===== src/rtl/dmacm_pkg.sv =====
// Purpose: Shared constants and types for the DMA channel mode and bus split block.
// Assumes: Four channels, byte addressed internal buses up to 64 bits wide.
// Notes: Field positions refer to the six stored bits of each channel mode register.
package dmacm_pkg;

  // Channel count and data FIFO depth.
  localparam int NUM_CH     = 4;
  localparam int FIFO_DEPTH = 8;
  localparam int FIFO_WIDTH = 8;

  // Mode register field layout.
  localparam int MODE_STORED_W = 6;
  localparam int MODE_LSB      = 0;
  localparam int SIZE_LSB      = 2;
  localparam int SRC_INC_BIT   = 4;
  localparam int DST_INC_BIT   = 5;
  localparam logic [5:0] MODE_RESET = 6'h00;

  // Transfer mode codes.
  localparam logic [1:0] XMODE_OFF    = 2'h0;
  localparam logic [1:0] XMODE_SINGLE = 2'h1;
  localparam logic [1:0] XMODE_BAD    = 2'h2;
  localparam logic [1:0] XMODE_REPEAT = 2'h3;

  // Transfer size codes.
  localparam logic [1:0] XSIZE_8   = 2'h0;
  localparam logic [1:0] XSIZE_16  = 2'h1;
  localparam logic [1:0] XSIZE_32  = 2'h2;
  localparam logic [1:0] XSIZE_BAD = 2'h3;

  // Target bus width codes, byte count is one shifted left by the code.
  localparam logic [1:0] BUSW_8  = 2'h0;
  localparam logic [1:0] BUSW_16 = 2'h1;
  localparam logic [1:0] BUSW_32 = 2'h2;
  localparam logic [1:0] BUSW_64 = 2'h3;

  // Engine states, one-hot.
  typedef enum logic [5:0] {
    ST_IDLE  = 6'h01,
    ST_RDISS = 6'h02,
    ST_RDPSH = 6'h04,
    ST_WRFIL = 6'h08,
    ST_WRISS = 6'h10,
    ST_DONE  = 6'h20
  } dmacm_state_t;

endpackage


===== src/rtl/dmacm_fifo_if.sv =====
// Purpose: Carrier for the byte stream between the transfer engine and its FIFO.
// Assumes: Valid and ready handshake on both sides, same clock.
// Notes: The engine fills and drains; the store modport is the FIFO.
`timescale 1ns/1ps
interface dmacm_fifo_if #(parameter int WIDTH = 8);
  logic             wValid;
  logic             wReady;
  logic [WIDTH-1:0] wData;
  logic             rValid;
  logic             rReady;
  logic [WIDTH-1:0] rData;

  // Engine side pushes read bytes and pops bytes to write.
  modport engine (output wValid, output wData, input wReady,
                  input rValid, input rData, output rReady);

  // Store side holds the bytes.
  modport store (input wValid, input wData, output wReady,
                 output rValid, output rData, input rReady);
endinterface


===== src/rtl/dmacm_channel.sv =====
// Purpose: Four-channel DMA mode control and bus-cycle generation with access splitting.
// Assumes: Single clock; the bus answers each cycle with busAck, read data low aligned.
// Notes: Per-device bus width comes with each request; count and address registers are outside.
`timescale 1ns/1ps

module dmacm_channel #(
  parameter int NUM_CH     = dmacm_pkg::NUM_CH,
  parameter int FIFO_DEPTH = dmacm_pkg::FIFO_DEPTH
) (
  // Clock and reset
  input  wire logic                      ref_clk,
  input  wire logic                      rst,
  // Control register load path
  input  wire logic                      ldcWrite,
  input  wire logic [$clog2(NUM_CH)-1:0] ldcChan,
  input  wire logic [31:0]               ldcWdata,
  output logic      [31:0]               ldcRdata,
  // Transfer requests
  input  wire logic                      reqValid,
  output logic                           reqReady,
  input  wire logic [$clog2(NUM_CH)-1:0] reqChan,
  input  wire logic [31:0]               reqSrcAddr,
  input  wire logic [31:0]               reqDstAddr,
  input  wire logic [1:0]                reqSrcWidth,
  input  wire logic [1:0]                reqDstWidth,
  // Internal bus master
  output logic                           busReq,
  output logic                           busWrite,
  output logic      [31:0]               busAddr,
  output logic      [2:0]                busBytes,
  output logic      [31:0]               busWdata,
  input  wire logic                      busAck,
  input  wire logic [31:0]               busRdata,
  // Transfer completion
  output logic                           doneValid,
  output logic      [$clog2(NUM_CH)-1:0] doneChan,
  output logic      [31:0]               doneSrcAddr,
  output logic      [31:0]               doneDstAddr,
  output logic                           doneRepeat,
  output logic                           busy
);
  localparam int CW = $clog2(NUM_CH);

  dmacm_pkg::dmacm_state_t state;
  dmacm_pkg::dmacm_state_t next_state;

  logic [NUM_CH-1:0][5:0] modeBits;
  logic [CW-1:0]          actCh;
  logic [2:0]             actSize;
  logic [31:0]            srcAddr;
  logic [31:0]            dstAddr;
  logic [1:0]             srcW;
  logic [1:0]             dstW;
  logic                   srcInc;
  logic                   dstInc;
  logic                   actRepeat;
  logic [31:0]            curAddr;
  logic [2:0]             remain;
  logic [2:0]             lanes;
  logic [2:0]             fillCnt;
  logic [31:0]            shReg;

  wire [1:0] chanMode;
  wire [1:0] chanSize;
  wire       chanOn;
  wire       sizeOk;
  wire       take;
  wire       wrPhase;
  wire [1:0] curW;
  wire [2:0] piece;
  wire       rdAck;
  wire       wrAck;
  wire       pushOk;
  wire       popOk;
  wire       lastLane;
  wire       lastFill;
  wire [2:0] remainLeft;

  dmacm_fifo_if #(.WIDTH(dmacm_pkg::FIFO_WIDTH)) fifo ();

  // Byte count of a transfer unit.
  function automatic logic [2:0] unit_bytes(input logic [1:0] size);
    unit_bytes = (size == dmacm_pkg::XSIZE_8)  ? 3'h1 :
                 (size == dmacm_pkg::XSIZE_16) ? 3'h2 : 3'h4;
  endfunction

  // Length of the next piece: the rest of the unit, cut at the bus width boundary.
  function automatic logic [2:0] piece_len(input logic [31:0] addr,
                                           input logic [1:0]  width,
                                           input logic [2:0]  rem);
    logic [3:0] wb;
    logic [3:0] room;
    wb   = 4'h1 << width;
    room = wb - {1'b0, addr[2:0] & (wb[2:0] - 3'h1)};
    if ({1'b0, rem} < room)
      piece_len = rem;
    else
      piece_len = room[2:0];
  endfunction

  // Mode registers, loaded only through the control register load path.
  dmacm_mode_regs #(.NUM_CH(NUM_CH)) u_mode (
    .ref_clk  (ref_clk),
    .rst      (rst),
    .ldcWrite (ldcWrite),
    .ldcChan  (ldcChan),
    .ldcWdata (ldcWdata[5:0]),
    .modeBits (modeBits)
  );

  // Bytes fetched by source reads wait here for the destination writes.
  dmacm_fifo #(.WIDTH(dmacm_pkg::FIFO_WIDTH), .DEPTH(FIFO_DEPTH)) u_fifo (
    .ref_clk (ref_clk),
    .rst     (rst),
    .fifo    (fifo.store)
  );

  // Read back the addressed channel; bits without storage return zero.
  always_ff @(posedge ref_clk)
  begin
    if (rst)
      ldcRdata <= 32'h0000_0000;
    else
      ldcRdata <= {26'h000_0000, modeBits[ldcChan]};
  end

  // Request acceptance decode for the addressed channel.
  assign chanMode = modeBits[reqChan][dmacm_pkg::MODE_LSB +: 2];
  assign chanSize = modeBits[reqChan][dmacm_pkg::SIZE_LSB +: 2];
  assign chanOn   = (chanMode == dmacm_pkg::XMODE_SINGLE) ||
                    (chanMode == dmacm_pkg::XMODE_REPEAT);
  assign sizeOk   = (chanSize != dmacm_pkg::XSIZE_BAD);
  assign reqReady = (state == dmacm_pkg::ST_IDLE) && chanOn && sizeOk;
  assign take     = reqValid && reqReady;

  // Piece sizing follows the address and the width of the bus addressed now.
  assign wrPhase    = (state == dmacm_pkg::ST_WRFIL) || (state == dmacm_pkg::ST_WRISS);
  assign curW       = wrPhase ? dstW : srcW;
  assign piece      = piece_len(curAddr, curW, remain);
  assign remainLeft = remain - piece;

  // Handshake events.
  assign rdAck    = (state == dmacm_pkg::ST_RDISS) && busAck;
  assign wrAck    = (state == dmacm_pkg::ST_WRISS) && busAck;
  assign pushOk   = fifo.wValid && fifo.wReady;
  assign popOk    = fifo.rReady && fifo.rValid;
  assign lastLane = (lanes == 3'h1);
  assign lastFill = ((fillCnt + 3'h1) == piece);

  // FIFO side: bytes leave the shift register low lane first.
  assign fifo.wValid = (state == dmacm_pkg::ST_RDPSH);
  assign fifo.wData  = shReg[7:0];
  assign fifo.rReady = (state == dmacm_pkg::ST_WRFIL);

  // Bus master outputs; address and data come straight from registers.
  assign busReq    = (state == dmacm_pkg::ST_RDISS) || (state == dmacm_pkg::ST_WRISS);
  assign busWrite  = (state == dmacm_pkg::ST_WRISS);
  assign busAddr   = curAddr;
  assign busBytes  = busReq ? piece : 3'h0;
  assign busWdata  = shReg;

  // Completion outputs.
  assign doneValid   = (state == dmacm_pkg::ST_DONE);
  assign doneChan    = actCh;
  assign doneSrcAddr = srcAddr;
  assign doneDstAddr = dstAddr;
  assign doneRepeat  = actRepeat;
  assign busy        = (state != dmacm_pkg::ST_IDLE);

  // Sequencer: all source reads of a unit, then all destination writes.
  always_comb
  begin
    next_state = state;
    case (state)
      dmacm_pkg::ST_IDLE:
        if (take)
          next_state = dmacm_pkg::ST_RDISS;
      dmacm_pkg::ST_RDISS:
        if (busAck)
          next_state = dmacm_pkg::ST_RDPSH;
      dmacm_pkg::ST_RDPSH:
        if (pushOk && lastLane)
          next_state = (remain == 3'h0) ? dmacm_pkg::ST_WRFIL
                                        : dmacm_pkg::ST_RDISS;
      dmacm_pkg::ST_WRFIL:
        if (popOk && lastFill)
          next_state = dmacm_pkg::ST_WRISS;
      dmacm_pkg::ST_WRISS:
        if (busAck)
          next_state = (remainLeft == 3'h0) ? dmacm_pkg::ST_DONE
                                            : dmacm_pkg::ST_WRFIL;
      dmacm_pkg::ST_DONE:
        next_state = dmacm_pkg::ST_IDLE;
      default:
        next_state = dmacm_pkg::ST_IDLE;
    endcase
  end

  // State register.
  always_ff @(posedge ref_clk)
  begin
    if (rst)
      state <= dmacm_pkg::ST_IDLE;
    else
      state <= next_state;
  end

  // Latch the channel setup when a request is taken, so later mode writes do not disturb it.
  always_ff @(posedge ref_clk)
  begin
    if (rst)
    begin
      actCh     <= '0;
      actSize   <= 3'h1;
      srcW      <= dmacm_pkg::BUSW_8;
      dstW      <= dmacm_pkg::BUSW_8;
      srcInc    <= 1'b0;
      dstInc    <= 1'b0;
      actRepeat <= 1'b0;
    end
    else if (take)
    begin
      actCh     <= reqChan;
      actSize   <= unit_bytes(chanSize);
      srcW      <= reqSrcWidth;
      dstW      <= reqDstWidth;
      srcInc    <= modeBits[reqChan][dmacm_pkg::SRC_INC_BIT];
      dstInc    <= modeBits[reqChan][dmacm_pkg::DST_INC_BIT];
      actRepeat <= (chanMode == dmacm_pkg::XMODE_REPEAT);
    end
  end

  // Transfer addresses; the increment is applied once the unit is written.
  always_ff @(posedge ref_clk)
  begin
    if (rst)
    begin
      srcAddr <= 32'h0000_0000;
      dstAddr <= 32'h0000_0000;
    end
    else if (take)
    begin
      srcAddr <= reqSrcAddr;
      dstAddr <= reqDstAddr;
    end
    else if (wrAck && (remainLeft == 3'h0))
    begin
      srcAddr <= srcAddr + (srcInc ? {29'h0, actSize} : 32'h0000_0000);
      dstAddr <= dstAddr + (dstInc ? {29'h0, actSize} : 32'h0000_0000);
    end
  end

  // Walking address and bytes left; each piece starts where the last one ended, except the first write, which starts at dstAddr.
  always_ff @(posedge ref_clk)
  begin
    if (rst)
    begin
      curAddr <= 32'h0000_0000;
      remain  <= 3'h0;
    end
    else if (take)
    begin
      curAddr <= reqSrcAddr;
      remain  <= unit_bytes(chanSize);
    end
    else if (rdAck || wrAck)
    begin
      curAddr <= curAddr + {29'h0, piece};
      remain  <= remainLeft;
    end
    else if (pushOk && lastLane && (remain == 3'h0))
    begin
      curAddr <= dstAddr;
      remain  <= actSize;
    end
  end

  // Lane counters for pushing read bytes and gathering write bytes.
  always_ff @(posedge ref_clk)
  begin
    if (rst)
    begin
      lanes   <= 3'h0;
      fillCnt <= 3'h0;
    end
    else
    begin
      if (rdAck)
        lanes <= piece;
      else if (pushOk)
        lanes <= lanes - 3'h1;
      if (wrAck)
        fillCnt <= 3'h0;
      else if (popOk)
        fillCnt <= lastFill ? 3'h0 : fillCnt + 3'h1;
    end
  end

  // Data shift register: read data shifts out low byte first, write data fills by lane.
  always_ff @(posedge ref_clk)
  begin
    if (rst)
      shReg <= 32'h0000_0000;
    else if (rdAck)
      shReg <= busRdata;
    else if (pushOk)
      shReg <= (lastLane && (remain == 3'h0)) ? 32'h0000_0000 : {8'h00, shReg[31:8]};
    else if (popOk)
      shReg[{fillCnt[1:0], 3'h0} +: 8] <= fifo.rData;
    else if (wrAck)
      shReg <= 32'h0000_0000;
  end

endmodule


===== src/rtl/dmacm_fifo.sv =====
// Purpose: Synchronous FIFO holding fetched bytes between source read and destination write.
// Assumes: DEPTH is a power of two.
// Notes: Full and empty come from a count; a stalled reader really fills it.
`timescale 1ns/1ps
module dmacm_fifo #(
  parameter int WIDTH = 8,
  parameter int DEPTH = 8
) (
  // Clock and reset
  input wire logic   ref_clk,
  input wire logic   rst,
  // Byte stream
  dmacm_fifo_if.store fifo
);
  localparam int AW = $clog2(DEPTH);

  logic [WIDTH-1:0] mem [DEPTH];
  logic [AW-1:0]    wrPtr;
  logic [AW-1:0]    rdPtr;
  logic [AW:0]      count;
  wire              doPush;
  wire              doPop;

  // Handshake decode from the occupancy count.
  assign fifo.wReady = (count != (AW+1)'(DEPTH));
  assign fifo.rValid = (count != '0);
  assign fifo.rData  = mem[rdPtr];
  assign doPush      = fifo.wValid & fifo.wReady;
  assign doPop       = fifo.rReady & fifo.rValid;

  // Storage write.
  always_ff @(posedge ref_clk)
  begin
    if (doPush)
      mem[wrPtr] <= fifo.wData;
  end

  // Pointers and count.
  always_ff @(posedge ref_clk)
  begin
    if (rst)
    begin
      wrPtr <= '0;
      rdPtr <= '0;
      count <= '0;
    end
    else
    begin
      if (doPush)
        wrPtr <= wrPtr + 1'b1;
      if (doPop)
        rdPtr <= rdPtr + 1'b1;
      if (doPush && !doPop)
        count <= count + 1'b1;
      else if (doPop && !doPush)
        count <= count - 1'b1;
    end
  end
endmodule


===== src/rtl/dmacm_mode_regs.sv =====
// Purpose: The per-channel mode registers, written by the control register load path.
// Assumes: One write per cycle, channel picked by index.
// Notes: Only six bits per channel hold storage; upper write data is dropped.
`timescale 1ns/1ps
module dmacm_mode_regs #(
  parameter int NUM_CH = dmacm_pkg::NUM_CH
) (
  // Clock and reset
  input  wire logic                        ref_clk,
  input  wire logic                        rst,
  // Control register load path
  input  wire logic                        ldcWrite,
  input  wire logic [$clog2(NUM_CH)-1:0]   ldcChan,
  input  wire logic [5:0]                  ldcWdata,
  // Stored fields
  output logic      [NUM_CH-1:0][5:0]      modeBits
);
  genvar ch;

  // One register per channel; bits above five are not kept.
  generate
    for (ch = 0; ch < NUM_CH; ch++)
    begin : g_ch
      wire hit = ldcWrite && (ldcChan == ($clog2(NUM_CH))'(ch));
      always_ff @(posedge ref_clk)
      begin
        if (rst)
          modeBits[ch] <= dmacm_pkg::MODE_RESET;
        else if (hit)
          modeBits[ch] <= ldcWdata;
      end
    end
  endgenerate
endmodule


===== config.mk =====
export PLATFORM = sky130hd
export DESIGN_NAME = dmacm_channel
export DESIGN_NICKNAME = d
export VERILOG_FILES = /design/src/rtl/dmacm_pkg.sv /design/src/rtl/dmacm_fifo_if.sv /design/src/rtl/dmacm_channel.sv /design/src/rtl/dmacm_fifo.sv /design/src/rtl/dmacm_mode_regs.sv
export SDC_FILE = /design/constraint.sdc
export NUM_CORES = 1
export LEC_CHECK = 0
export BUFFER_PORTS_ARGS = -buffer_cell sky130_fd_sc_hd__clkbuf_2
export CAP_MARGIN = 20
export CORE_MARGIN = 2
export CORE_UTILIZATION = 58
export CTS_CLUSTER_DIAMETER = 50
export CTS_CLUSTER_SIZE = 14
export DETAILED_ROUTE_END_ITERATION = 6
export PLACE_DENSITY = 0.87
export SLEW_MARGIN = 20
export SYNTH_ARGS = -nofsm -noshare
export SYNTH_HDL_FRONTEND = slang
export SYNTH_HIERARCHICAL = 1
export SYNTH_SLANG_ARGS = --single-unit
export TNS_END_PERCENT = 20

===== constraint.sdc =====
create_clock -name ref_clk -period 14.5 [get_ports ref_clk]
set_clock_uncertainty 0.05 [all_clocks]
set_input_delay 0.725 -clock ref_clk [delete_from_list [all_inputs] [get_ports ref_clk]]
set_output_delay 0.725 -clock ref_clk [all_outputs]
set_load 0.05 [all_outputs]

==> reports/summary.md, run 1 <==
Routing
- 10 — DRC viols
- 6.36 — number of vias per cell
- 7 — First-pass DRT Iterations
- 1924 — Starting DRT DRC Count
- 42800 um — total length of routed wires
- 13000 — Via Count
- 0 — remaining antenna violation count after routing
- 20.9 um — wire length per cell after detailed routing

Global routing
- 33.5% — global-route total usage across every layer
- 0 — Overflow after GRT
- 135 — pin count of the biggest net entering global routing
- 12100 — vias in the first global route
- 66200 um — wire length of the first global-routing pass
- 1 — initial antenna violation count

Finish
- 1766 — total of fill cells in the finished design
- sky130_fd_sc_hd__clkbuf_2 — most common cell after layout, fill and taps aside
- 17.3% — Area Growth Syn to Fin
- sky130_fd_sc_hd__clkbuf_2 (258), sky130_fd_sc_hd__dfxtp_1 (198), sky130_fd_sc_hd__nor2_1 (155) — most used cells in the layout excluding fill and tap cells
- 1871 — number of nets in the final layout
- 0.00735 mm^2 — area used by multi-input combinational logic
- 22.5% — share of cells above drive strength 1
- 0.00589 mm^2 — Reg area

Clock tree
- 70 ps — Clock transition at path regs
- 31 — CTS buffer count
- sky130_fd_sc_hd__clkbuf_16 — root buffer cell
- 0 — CTS Hold Buffers Added
- 1 — H-tree levels
- 0 — total of cells resized after clock tree synthesis
- 3 — Max clock buf depth
- 0 — Post-CTS Setup Inserts
- built — clock tree from TritonCTS
- 580 ps — clock insertion delay at the later pin of the skew report
- 262 — clock sink count

Worst setup path
- flop to flop — path type of the worst setup path
- 7580 ps — data arrival time of the worst path
- flop — Critical Path Sink Type
- 930 ps — crit-path max cell delay
- flop — type of origin of the critical path
- 14930 ps — data required time of the worst path
- 23 — maximum fanout along the worst path
- sky130_fd_sc_hd__or2_1 — Critical Path Slowest Stage Cell
- nor4_2 > nand2_1 > nor3b_1 > a31o_2 > a21oi_1 > ha_1 > nor2_1 > xnor2_1 > ha_1 > o21a_1 > nor2_1 > a221oi_4 > nand2_1 > o21ai_0 > inv_1 > fa_1 > nand2b_1 > nor3_1 > and4_1 > or2_1 > nand2_2 > or3_1 > a311oi_1 — crit path cell chain

Yosys
- 42.5% — part of the Yosys area used for sequential elements
- 6 — warning count from the yosys run
- 0% — proportion of register bits with asynchronous set or reset after synthesis
- 1480 — number of instances in the synthesized netlist
- sky130_fd_sc_hd__dfxtp_1 — top_reg_cell synth
- 0.0139 mm^2 — cell area after synthesis
- 82 — count of unique library cells instantiated by Yosys
- 262 — flops & latches, synth
- 64 — count of flip-flops with a built-in enable after synthesis
- 9.36 um^2 — Avg Synthesized Cell Area

Power
- 0.0000795 V — largest vdd supply drop
- 1850 uW — post-layout power
- 0.00611 uW — Leakage Power
- 114 mW/mm^2 — power density over the cells

Placed design
- 29800 um — placed wire-length estimate
- 0.960 — final weighted congestion of routability-driven global placement
- 259 — number of I/O port buffers

Run
- 0 — max-cap violation count

STA
- 0 — final number of setup-violating endpoints
- 0 — max-slew violations
- 140 MHz — timing-limited maximum frequency
- 26.5% — Max-slew headroom
- 0 ps — sum of negative setup slack
- 7160 ps — final critical delay including setup and external delays
- 1100 ps — worst slew pin tran
- no — unrepaired setup endpoints after global routing
- 0 — Hold Violations, Final
- 49.4% — final critical-path share of the clock period

Floorplanning
- 56 — num rows
- 59.0% — Starting Density
- 0.0235 mm^2 — Core Box Area
- 0.0251 mm^2 — die area
- 159 um — chip height
- 159 um — floorplan die width
- 312 — boundary pin count

Outcome
- design-rule violations — violated checks
- finished, violations left — status

Worst hold path
- input pin to flop — worst min path class

==> path summary, 6_finish.rpt <==
path              slack [ps]  depth (start not counted)                startpoint                           end
setup / recovery        7340                         23     state[0]$_SDFFE_PP1P_  doneSrcAddr[30]$_SDFFE_PP0P_
hold / removal           340                          3             reqDstAddr[1]   doneDstAddr[1]$_SDFFE_PP0P_
setup reg to reg        7340                         23     state[0]$_SDFFE_PP1P_  doneSrcAddr[30]$_SDFFE_PP0P_
hold reg to reg          410                          2  doneChan[0]$_SDFFE_PP0P_      doneChan[0]$_SDFFE_PP0P_
==> per-layer routing <==
metal / up-vias / share of wire (%) / wire length (um) / GRT usage [%]
met1: 6187 / 39 / 16700 / 43.4
li1: 5866 / - / - / -
met5: - / 0 / 0 / 0
met2: 824 / 46 / 19700 / 53.1
met4: 0 / 4.4 / 1880 / 14.6
met3: 144 / 11 / 4550 / 8.63
==> per-stage QoR <==
step                      worst slack [ps]  cells  util, %  cell area [um^2]  hold slack (ps)
after CTS                             7510   2044     69.2             16200              331
after floorplan                       8830   1505        -             13900              403
after global routing                  6900   2045     69.2             16200              366
after detailed placement              7650   1986     64.9             15200              400
final                                 7340   2046     69.2             16200              338
after global placement                7800   1986     64.9             15200              393
==> synth_stat cells, types with 7 or more instances <==
library cell / count / area [um^2]
sky130_fd_sc_hd__a211oi_1: 53 / 398
sky130_fd_sc_hd__xor2_1: 19 / 166
sky130_fd_sc_hd__xnor2_1: 44 / 385
sky130_fd_sc_hd__nor2_1: 156 / 586
sky130_fd_sc_hd__nor4_1: 8 / 50.1
sky130_fd_sc_hd__a222oi_1: 27 / 270
sky130_fd_sc_hd__a31oi_1: 7 / 43.8
sky130_fd_sc_hd__nor3b_1: 7 / 52.6
sky130_fd_sc_hd__buf_4: 28 / 210
sky130_fd_sc_hd__and4_1: 11 / 96.3
sky130_fd_sc_hd__nand2b_1: 39 / 244
sky130_fd_sc_hd__a22oi_1: 20 / 150
sky130_fd_sc_hd__mux2i_1: 26 / 260
sky130_fd_sc_hd__mux2_2: 10 / 113
sky130_fd_sc_hd__nor3_2: 9 / 90.1
sky130_fd_sc_hd__a311oi_1: 20 / 175
sky130_fd_sc_hd__a221oi_1: 8 / 70.1
sky130_fd_sc_hd__and3_1: 19 / 119
sky130_fd_sc_hd__ha_1: 25 / 313
sky130_fd_sc_hd__o211ai_1: 17 / 128
sky130_fd_sc_hd__nand3_1: 38 / 190
sky130_fd_sc_hd__edfxtp_1: 64 / 1920
sky130_fd_sc_hd__mux4_1: 16 / 420
sky130_fd_sc_hd__dfxtp_1: 198 / 3960
sky130_fd_sc_hd__buf_1: 7 / 26.3
sky130_fd_sc_hd__mux4_2: 12 / 270
sky130_fd_sc_hd__nand4_1: 13 / 81.3
sky130_fd_sc_hd__inv_1: 41 / 154
sky130_fd_sc_hd__o21ai_0: 45 / 225
sky130_fd_sc_hd__clkbuf_1: 66 / 248
sky130_fd_sc_hd__nor3_1: 29 / 145
sky130_fd_sc_hd__nor2b_1: 11 / 68.8
sky130_fd_sc_hd__or3_1: 12 / 75.1
sky130_fd_sc_hd__a21oi_1: 100 / 500
sky130_fd_sc_hd__buf_2: 10 / 50.1
sky130_fd_sc_hd__and2_1: 17 / 106
sky130_fd_sc_hd__nand2_1: 151 / 567
==> cell type report <==
cell class	count	share of cell area, %
timing repair buffer	277	8.85
tap	319	2.46
antenna	2	0.0308
clock inverter	22	1.29
sequential	262	36.2
multi-input combinational	1087	45.2
inverter	41	0.947
clock buffer	36	4.95
==> flip-flops by register name, indices dropped and copies added, names as in the netlist, named ones only <==
register and cells:
dstW 2, busAddr 32, fillCnt 3, u_mode/modeBits 24
u_fifo/count 4, doneSrcAddr 32, actSize 3, lanes 3
doneDstAddr 32, doneRepeat 1, ldcRdata 6, busWdata 32
u_fifo/mem 64, srcInc 1, dstInc 1, state 6
remain 3, u_fifo/wrPtr 3, doneChan 2, u_fifo/rdPtr 3
srcW 2
==> where the power goes <==
part           switching [uW]  total (uW)  internal [uW]
combinational             195         282           86.4
clock                     338         767            428
sequential               31.0         799            768
==> critical path: cells and delay by family, from the launching register on <==
kind | cells | cell delay, ps
and+or+nand+nor | 12 | 3780
AOI/OAI and AO/OA | 6 | 1430
adders and majority gates | 3 | 1030
DFF | 1 | 410
buffers and inverters | 1 | 210
xor gates and xnor gates | 1 | 140
==> cells by family (layout without fill, tap and decap cells) <==
group | Yosys count | count (layout) | synth area share (%)
AO/OA/AOI/OAI | 349 | 349 | 17.4
XOR/XNOR | 64 | 64 | 4.15
adder cells (fa/ha/maj) | 30 | 30 | 2.98
buffers and inverters | 156 | 376 | 5.31
flip-flops | 262 | 262 | 42.5
multiplexers | 64 | 64 | 7.68
other | 1 | 28 | 0.0271
AND/OR/NAND/NOR | 554 | 554 | 20.0
Power figures use the tool's default switching activity.
==> run 2: changes to the inputs <==
CORE_UTILIZATION = 55   (was 58)
PLACE_DENSITY = 0.83   (was 0.87)
clock period = 6.8 ns   (was 14.5 ns; I/O delays follow)
==> run 2 against run 1 <==
Net effect: the run now ends clean; sequential cell count stayed put; sequential share of layout area is 0.41 points lower; setup slack worse by 6800 ps; hold slack worse by 330 ps; register-to-register slack worse by 6800 ps; combinational power is 110% higher; clock-buffer cell count is 2 higher; fmax is 15% higher; wire length is 3.1% lower; power is 110% higher; critical path depth is 2 higher; largest cell class unchanged; largest power group unchanged.
==> reports/summary.md, run 2 (same netlist as run 1, synthesis figures left out) <==
Worst setup path
- 6560 ps — data arrival time of the worst path
- flop to flop — path type of the worst setup path
- sky130_fd_sc_hd__nand2_1 — critical path's most frequent cell
- 7140 ps — data required time of the worst path
- compound AO/OA/AOI/OAI gates — kind of cell with the highest combined delay on the critical path
- flop — Critical Path Sink Type
- state[0]$_SDFFE_PP1P_ — launching point of the worst reg2reg path
- 2 — sum of buffers and inverters on the critical path
- state[0]$_SDFFE_PP1P_ — Critical Path Source
- 560 ps — crit-path max cell delay
- sky130_fd_sc_hd__or4_4 — Critical Path Slowest Stage Cell
- 10 — maximum fanout along the worst path
- flop — type of origin of the critical path

Finish
- 22.3% — share of cells above drive strength 1
- u_fifo/mem — largest register by flop count
- 18.6% — Area Growth Syn to Fin
- sky130_fd_sc_hd__clkbuf_2 (258), sky130_fd_sc_hd__dfxtp_1 (198), sky130_fd_sc_hd__nor2_1 (155) — most used cells in the layout excluding fill and tap cells
- 64 — max reg flops
- sky130_fd_sc_hd__clkbuf_2 — most common cell after layout, fill and taps aside
- 1890 — number of nets in the final layout
- 65.8% — utilization after layout

Floorplanning
- 58 — num rows
- 0.0250 mm^2 — Core Box Area
- 163 um — floorplan die width
- 312 — boundary pin count
- 163 um — chip height
- 0.0265 mm^2 — die area
- 55.5% — Starting Density

Routing
- 41500 um — total length of routed wires
- 0 — DRC viols
- 12900 — Via Count
- 0 — remaining antenna violation count after routing
- 6.20 — number of vias per cell
- 20.0 um — wire length per cell after detailed routing
- 7 — First-pass DRT Iterations
- 2077 — Starting DRT DRC Count

Clock tree
- built — clock tree from TritonCTS
- sky130_fd_sc_hd__clkbuf_16 — root buffer cell
- 30 — CTS buffer count
- 560 ps — clock insertion delay at the later pin of the skew report
- 60 ps — Clock transition at path regs
- 1 — H-tree levels
- 0 — total of cells resized after clock tree synthesis
- 3 — Max clock buf depth
- 262 — clock sink count

Global routing
- 104 — pin count of the biggest net entering global routing
- 0 — Overflow after GRT
- 30.2% — global-route total usage across every layer
- 3 — initial antenna violation count
- 64000 um — wire length of the first global-routing pass
- 12000 — vias in the first global route

Outcome
- finished, final reports clean — status

STA
- 0 — final number of setup-violating endpoints
- 6220 ps — final critical delay including setup and external delays
- 0 — max-slew violations
- 0 ps — sum of negative setup slack
- 0 — Hold Violations, Final
- 161 MHz — timing-limited maximum frequency
- 1120 ps — worst slew pin tran
- no — unrepaired setup endpoints after global routing
- 91.5% — final critical-path share of the clock period
- 25.4% — Max-slew headroom

Worst hold path
- input pin to flop — worst min path class
- reqDstAddr[17] — hold path start

Power
- 29.9% — Switching Share
- 0.00618 uW — Leakage Power
- 0.000161 V — largest vdd supply drop
- 1170 uW — Net Switching
- 41.1% — Clk pwr share
- 15.4% — relative contribution of combinational cells to total power
- 238 mW/mm^2 — power density over the cells
- 2740 uW — internal power contribution
- 43.6% — sequential group share of total power

Placed design
- 259 — number of I/O port buffers
- 29100 um — placed wire-length estimate
- 0.927 — final weighted congestion of routability-driven global placement

Run
- 0 — max-cap violation count

run 2: cell types whose count changed in the layout (fill, tap and decap cells not counted), sizes merged:
cell / previous run / this run
clkinv: 6 / 2
diode: 2 / 4
clkbuf: 294 / 296
dlygate4sd3: 0 / 17
buf: 19 / 22
inv: 52 / 51
run 2: worst paths after layout:
check | end | depth (start not counted) | slack [ps]
max | busAddr[28]$_SDFFE_PP0P_ | 25 | 580
min | doneDstAddr[17]$_SDFFE_PP0P_ | 3 | 6
max reg2reg | busAddr[28]$_SDFFE_PP0P_ | 25 | 580
min reg2reg | doneChan[0]$_SDFFE_PP0P_ | 2 | 410
run 2: repair_timing:
item,in CTS,in global routing
hold buffers,17,0
endpoints found under the hold margin,17,0
buffers inserted,0,0
endpoints found under the setup margin,0,0
run 2: metal layers:
metal | up-vias | wire (um) | GRT usage (%)
li1 | 5911 | - | -
met1 | 6079 | 16600 | 39.9
met2 | 749 | 18800 | 47.9
met3 | 142 | 4240 | 6.80
met4 | 0 | 1830 | 13.0
met5 | - | 0 | 0
run 2: through the flow:
stage          setup WS (ps)  hold WS, ps  power [uW]  instances  instance area [um^2]
2_1_floorplan           1130          403        2160       1505                 13900
3_3_place_gp             834          393        2310       2000                 15300
3_5_place_dp             716          400        2320       2000                 15300
4_1_cts                  695        0.187        3920       2072                 16400
5_1_grt                 26.2         12.6        4030       2074                 16400
6_report                 579         5.58        3910       2076                 16400
run 2: power groups by stage:
| stage | Sequential, uW | Combinational, uW | Clock [uW] |
|---|---|---|---|
| 2_1_floorplan | 1820 | 349 | 0 |
| 3_3_place_gp | 1730 | 575 | 0 |
| 3_5_place_dp | 1730 | 583 | 0 |
| 4_1_cts | 1700 | 595 | 1620 |
| 5_1_grt | 1710 | 644 | 1680 |
| 6_report | 1700 | 602 | 1610 |
run 2: final cells by class:
| cell class | count | area [um^2] |
|---|---|---|
| Antenna cell | 4 | 10.0 |
| Clock buffer | 38 | 822 |
| Clock inverter | 17 | 165 |
| Fill cell | 1983 | 8530 |
| Inverter | 41 | 154 |
| Multi-Input combinational cell | 1087 | 7350 |
| Sequential cell | 262 | 5890 |
| Tap cell | 330 | 413 |
| Timing Repair Buffer | 297 | 1630 |
run 2: tightest hold or removal path, stage by stage:
cell and delay [ps]:
sky130_fd_sc_hd__clkbuf_2 80, sky130_fd_sc_hd__nor2_1 90, sky130_fd_sc_hd__a211oi_1 50
==> run 3: changes to the inputs <==
ABC_AREA = 0   (was unset)
PLACE_DENSITY = 0.8   (was 0.83)
==> run 3 against run 2 <==
Net effect: largest power group is now the clock network; via count rose by 0.10%; utilization grew 1.0 points; highest routed layer unchanged; critical path type unchanged; the run now ends with design-rule violations left; combinational power increased by 2%.
==> reports/summary.md, run 3 (same netlist as run 1, synthesis figures left out) <==
Outcome
- finished, violations left — status
- design-rule violations — violated checks

Power
- 42.1% — sequential group share of total power
- 15.3% — relative contribution of combinational cells to total power
- 29.6% — Switching Share
- 1200 uW — Net Switching
- 242 mW/mm^2 — power density over the cells
- 42.6% — Clk pwr share
- 0.000219 V — largest vdd supply drop
- 4040 uW — post-layout power
- 2850 uW — internal power contribution
- 0.00630 uW — Leakage Power

Worst setup path
- flop — type of origin of the critical path
- 13 — maximum fanout along the worst path
- 600 ps — crit-path max cell delay
- 6740 ps — data arrival time of the worst path
- sky130_fd_sc_hd__ha_1 — critical path's most frequent cell
- sky130_fd_sc_hd__a311oi_4 — Critical Path Slowest Stage Cell
- 7210 ps — data required time of the worst path
- compound AO/OA/AOI/OAI gates — kind of cell with the highest combined delay on the critical path
- nor4_2 > nand2_1 > nor3b_1 > a31o_2 > a21oi_1 > ha_1 > nor2_1 > xnor2_1 > ha_1 > o21a_1 > nor2_1 > a221oi_4 > nand2_1 > mux2i_1 > inv_1 > ha_1 > inv_1 > fa_1 > nand3b_1 > a311oi_4 > o21ai_1 > or3_1 > a311oi_1 — crit path cell chain
- flop to flop — path type of the worst setup path
- flop — Critical Path Sink Type
- 2 — sum of buffers and inverters on the critical path

Clock tree
- built — clock tree from TritonCTS
- sky130_fd_sc_hd__clkbuf_16 — root buffer cell
- 262 — clock sink count
- 560 ps — clock insertion delay at the later pin of the skew report
- 30 — CTS buffer count
- 60 ps — Clock transition at path regs
- 3 — Max clock buf depth
- 1 — H-tree levels

Global routing
- 65100 um — wire length of the first global-routing pass
- 0 — Overflow after GRT
- 113 — pin count of the biggest net entering global routing
- 0 — initial antenna violation count
- 11800 — vias in the first global route
- 30.9% — global-route total usage across every layer

Finish
- 20.5% — Area Growth Syn to Fin
- 2091 — non-filler cells in the finished layout
- 22.3% — share of cells above drive strength 1
- 0.0167 mm^2 — Post-Layout Inst Area
- 1908 — number of nets in the final layout
- u_fifo/mem — largest register by flop count
- sky130_fd_sc_hd__clkbuf_2 — most common cell after layout, fill and taps aside
- sky130_fd_sc_hd__clkbuf_2 (258), sky130_fd_sc_hd__dfxtp_1 (198), sky130_fd_sc_hd__nor2_1 (155) — most used cells in the layout excluding fill and tap cells
- 64 — max reg flops
- 0 — number of antenna diodes

STA
- 0 — final number of setup-violating endpoints
- no — unrepaired setup endpoints after global routing
- 0 — Hold Violations, Final
- 1040 ps — worst slew pin tran
- 0 ps — sum of negative setup slack
- 6330 ps — final critical delay including setup and external delays
- 158 MHz — timing-limited maximum frequency
- 30.2% — Max-slew headroom
- 4.22 ps — post-route worst hold slack
- 93.1% — final critical-path share of the clock period
- 0 — max-slew violations

Floorplanning
- 163 um — floorplan die width
- 163 um — chip height
- 0.0265 mm^2 — die area
- 312 — boundary pin count
- 55.5% — Starting Density
- 0.0250 mm^2 — Core Box Area
- 58 — num rows

Routing
- 42100 um — total length of routed wires
- 0 — remaining antenna violation count after routing
- 20.1 um — wire length per cell after detailed routing
- 3 — DRC viols
- 1754 — Starting DRT DRC Count
- 12900 — Via Count
- 7 — First-pass DRT Iterations
- 6.17 — number of vias per cell

Placed design
- 259 — number of I/O port buffers
- 29400 um — placed wire-length estimate
- 2002 — dpl cells
- 0.0153 mm^2 — dpl cell area
- 0.918 — final weighted congestion of routability-driven global placement

Worst hold path
- input pin to flop — worst min path class

Run
- 0 — max-cap violation count

==> run 3: cell types whose count changed in the layout (fill, tap and decap cells not counted), sizes merged <==
cell	previous run	this run
buf	22	24
bufinv	1	4
clkinv	2	7
dlygate4sd3	17	33
diode	4	0
inv	51	47
clkbuf	296	293
==> run 3: power by group through the flow <==
| stage | Sequential (uW) | Combinational, uW | Clock (uW) |
|---|---|---|---|
| CTS | 1700 | 604 | 1740 |
| detailed placement | 1730 | 585 | 0 |
| floorplan | 1820 | 349 | 0 |
| global route | 1710 | 660 | 1800 |
| finish | 1700 | 617 | 1720 |
| global placement | 1730 | 576 | 0 |
==> run 3: area by class of cell <==
cell class | count | area, um^2
timing repair buffer | 315 | 1810
clock inverter | 21 | 267
fill | 1938 | 8270
inverter | 41 | 154
tap | 330 | 413
clock buffer | 35 | 801
multi-input combinational | 1087 | 7370
sequential | 262 | 5890
==> run 3: path summary, 6_finish.rpt <==
kind	start	endpoint	slack, ps	cells after the start
worst max-delay path	state[0]$_SDFFE_PP1P_	doneDstAddr[19]$_SDFFE_PP0P_	470	23
worst min-delay path	reqDstAddr[19]	doneDstAddr[19]$_SDFFE_PP0P_	4	3
worst max register to register	state[0]$_SDFFE_PP1P_	doneDstAddr[19]$_SDFFE_PP0P_	470	23
worst min register to register	doneChan[0]$_SDFFE_PP0P_	doneChan[0]$_SDFFE_PP0P_	420	2
==> run 3: tightest hold or removal path, stage by stage <==
cell and delay, ps:
sky130_fd_sc_hd__clkbuf_2 80, sky130_fd_sc_hd__nor2_1 90, sky130_fd_sc_hd__a311oi_1 50
==> run 3: metrics by stage <==
stage               setup WS (ps)  util (%)
CTS                           403      66.8
detailed placement            439      61.2
global placement              637      61.2
global route                 84.2      66.9
finish                        467      66.9
floorplan                    1130         -
==> run 3: timing repair <==
| action | CTS | global route |
|---|---|---|
| hold buffers | 33 | 0 |
| hold endpoints to repair | 33 | 0 |
| endpoints found under the setup margin | 0 | 5 |
| buffers inserted | 0 | 0 |
| resized for setup | 0 | 3 |
==> run 3: metal layers <==
metal / GRT usage [%] / routed length, um / vias up
li1: - / - / 5929
met1: 41.3 / 17000 / 6113
met2: 49.0 / 19200 / 735
met3: 6.82 / 4150 / 117
met4: 12.7 / 1800 / 0
met5: 0 / 0 / -
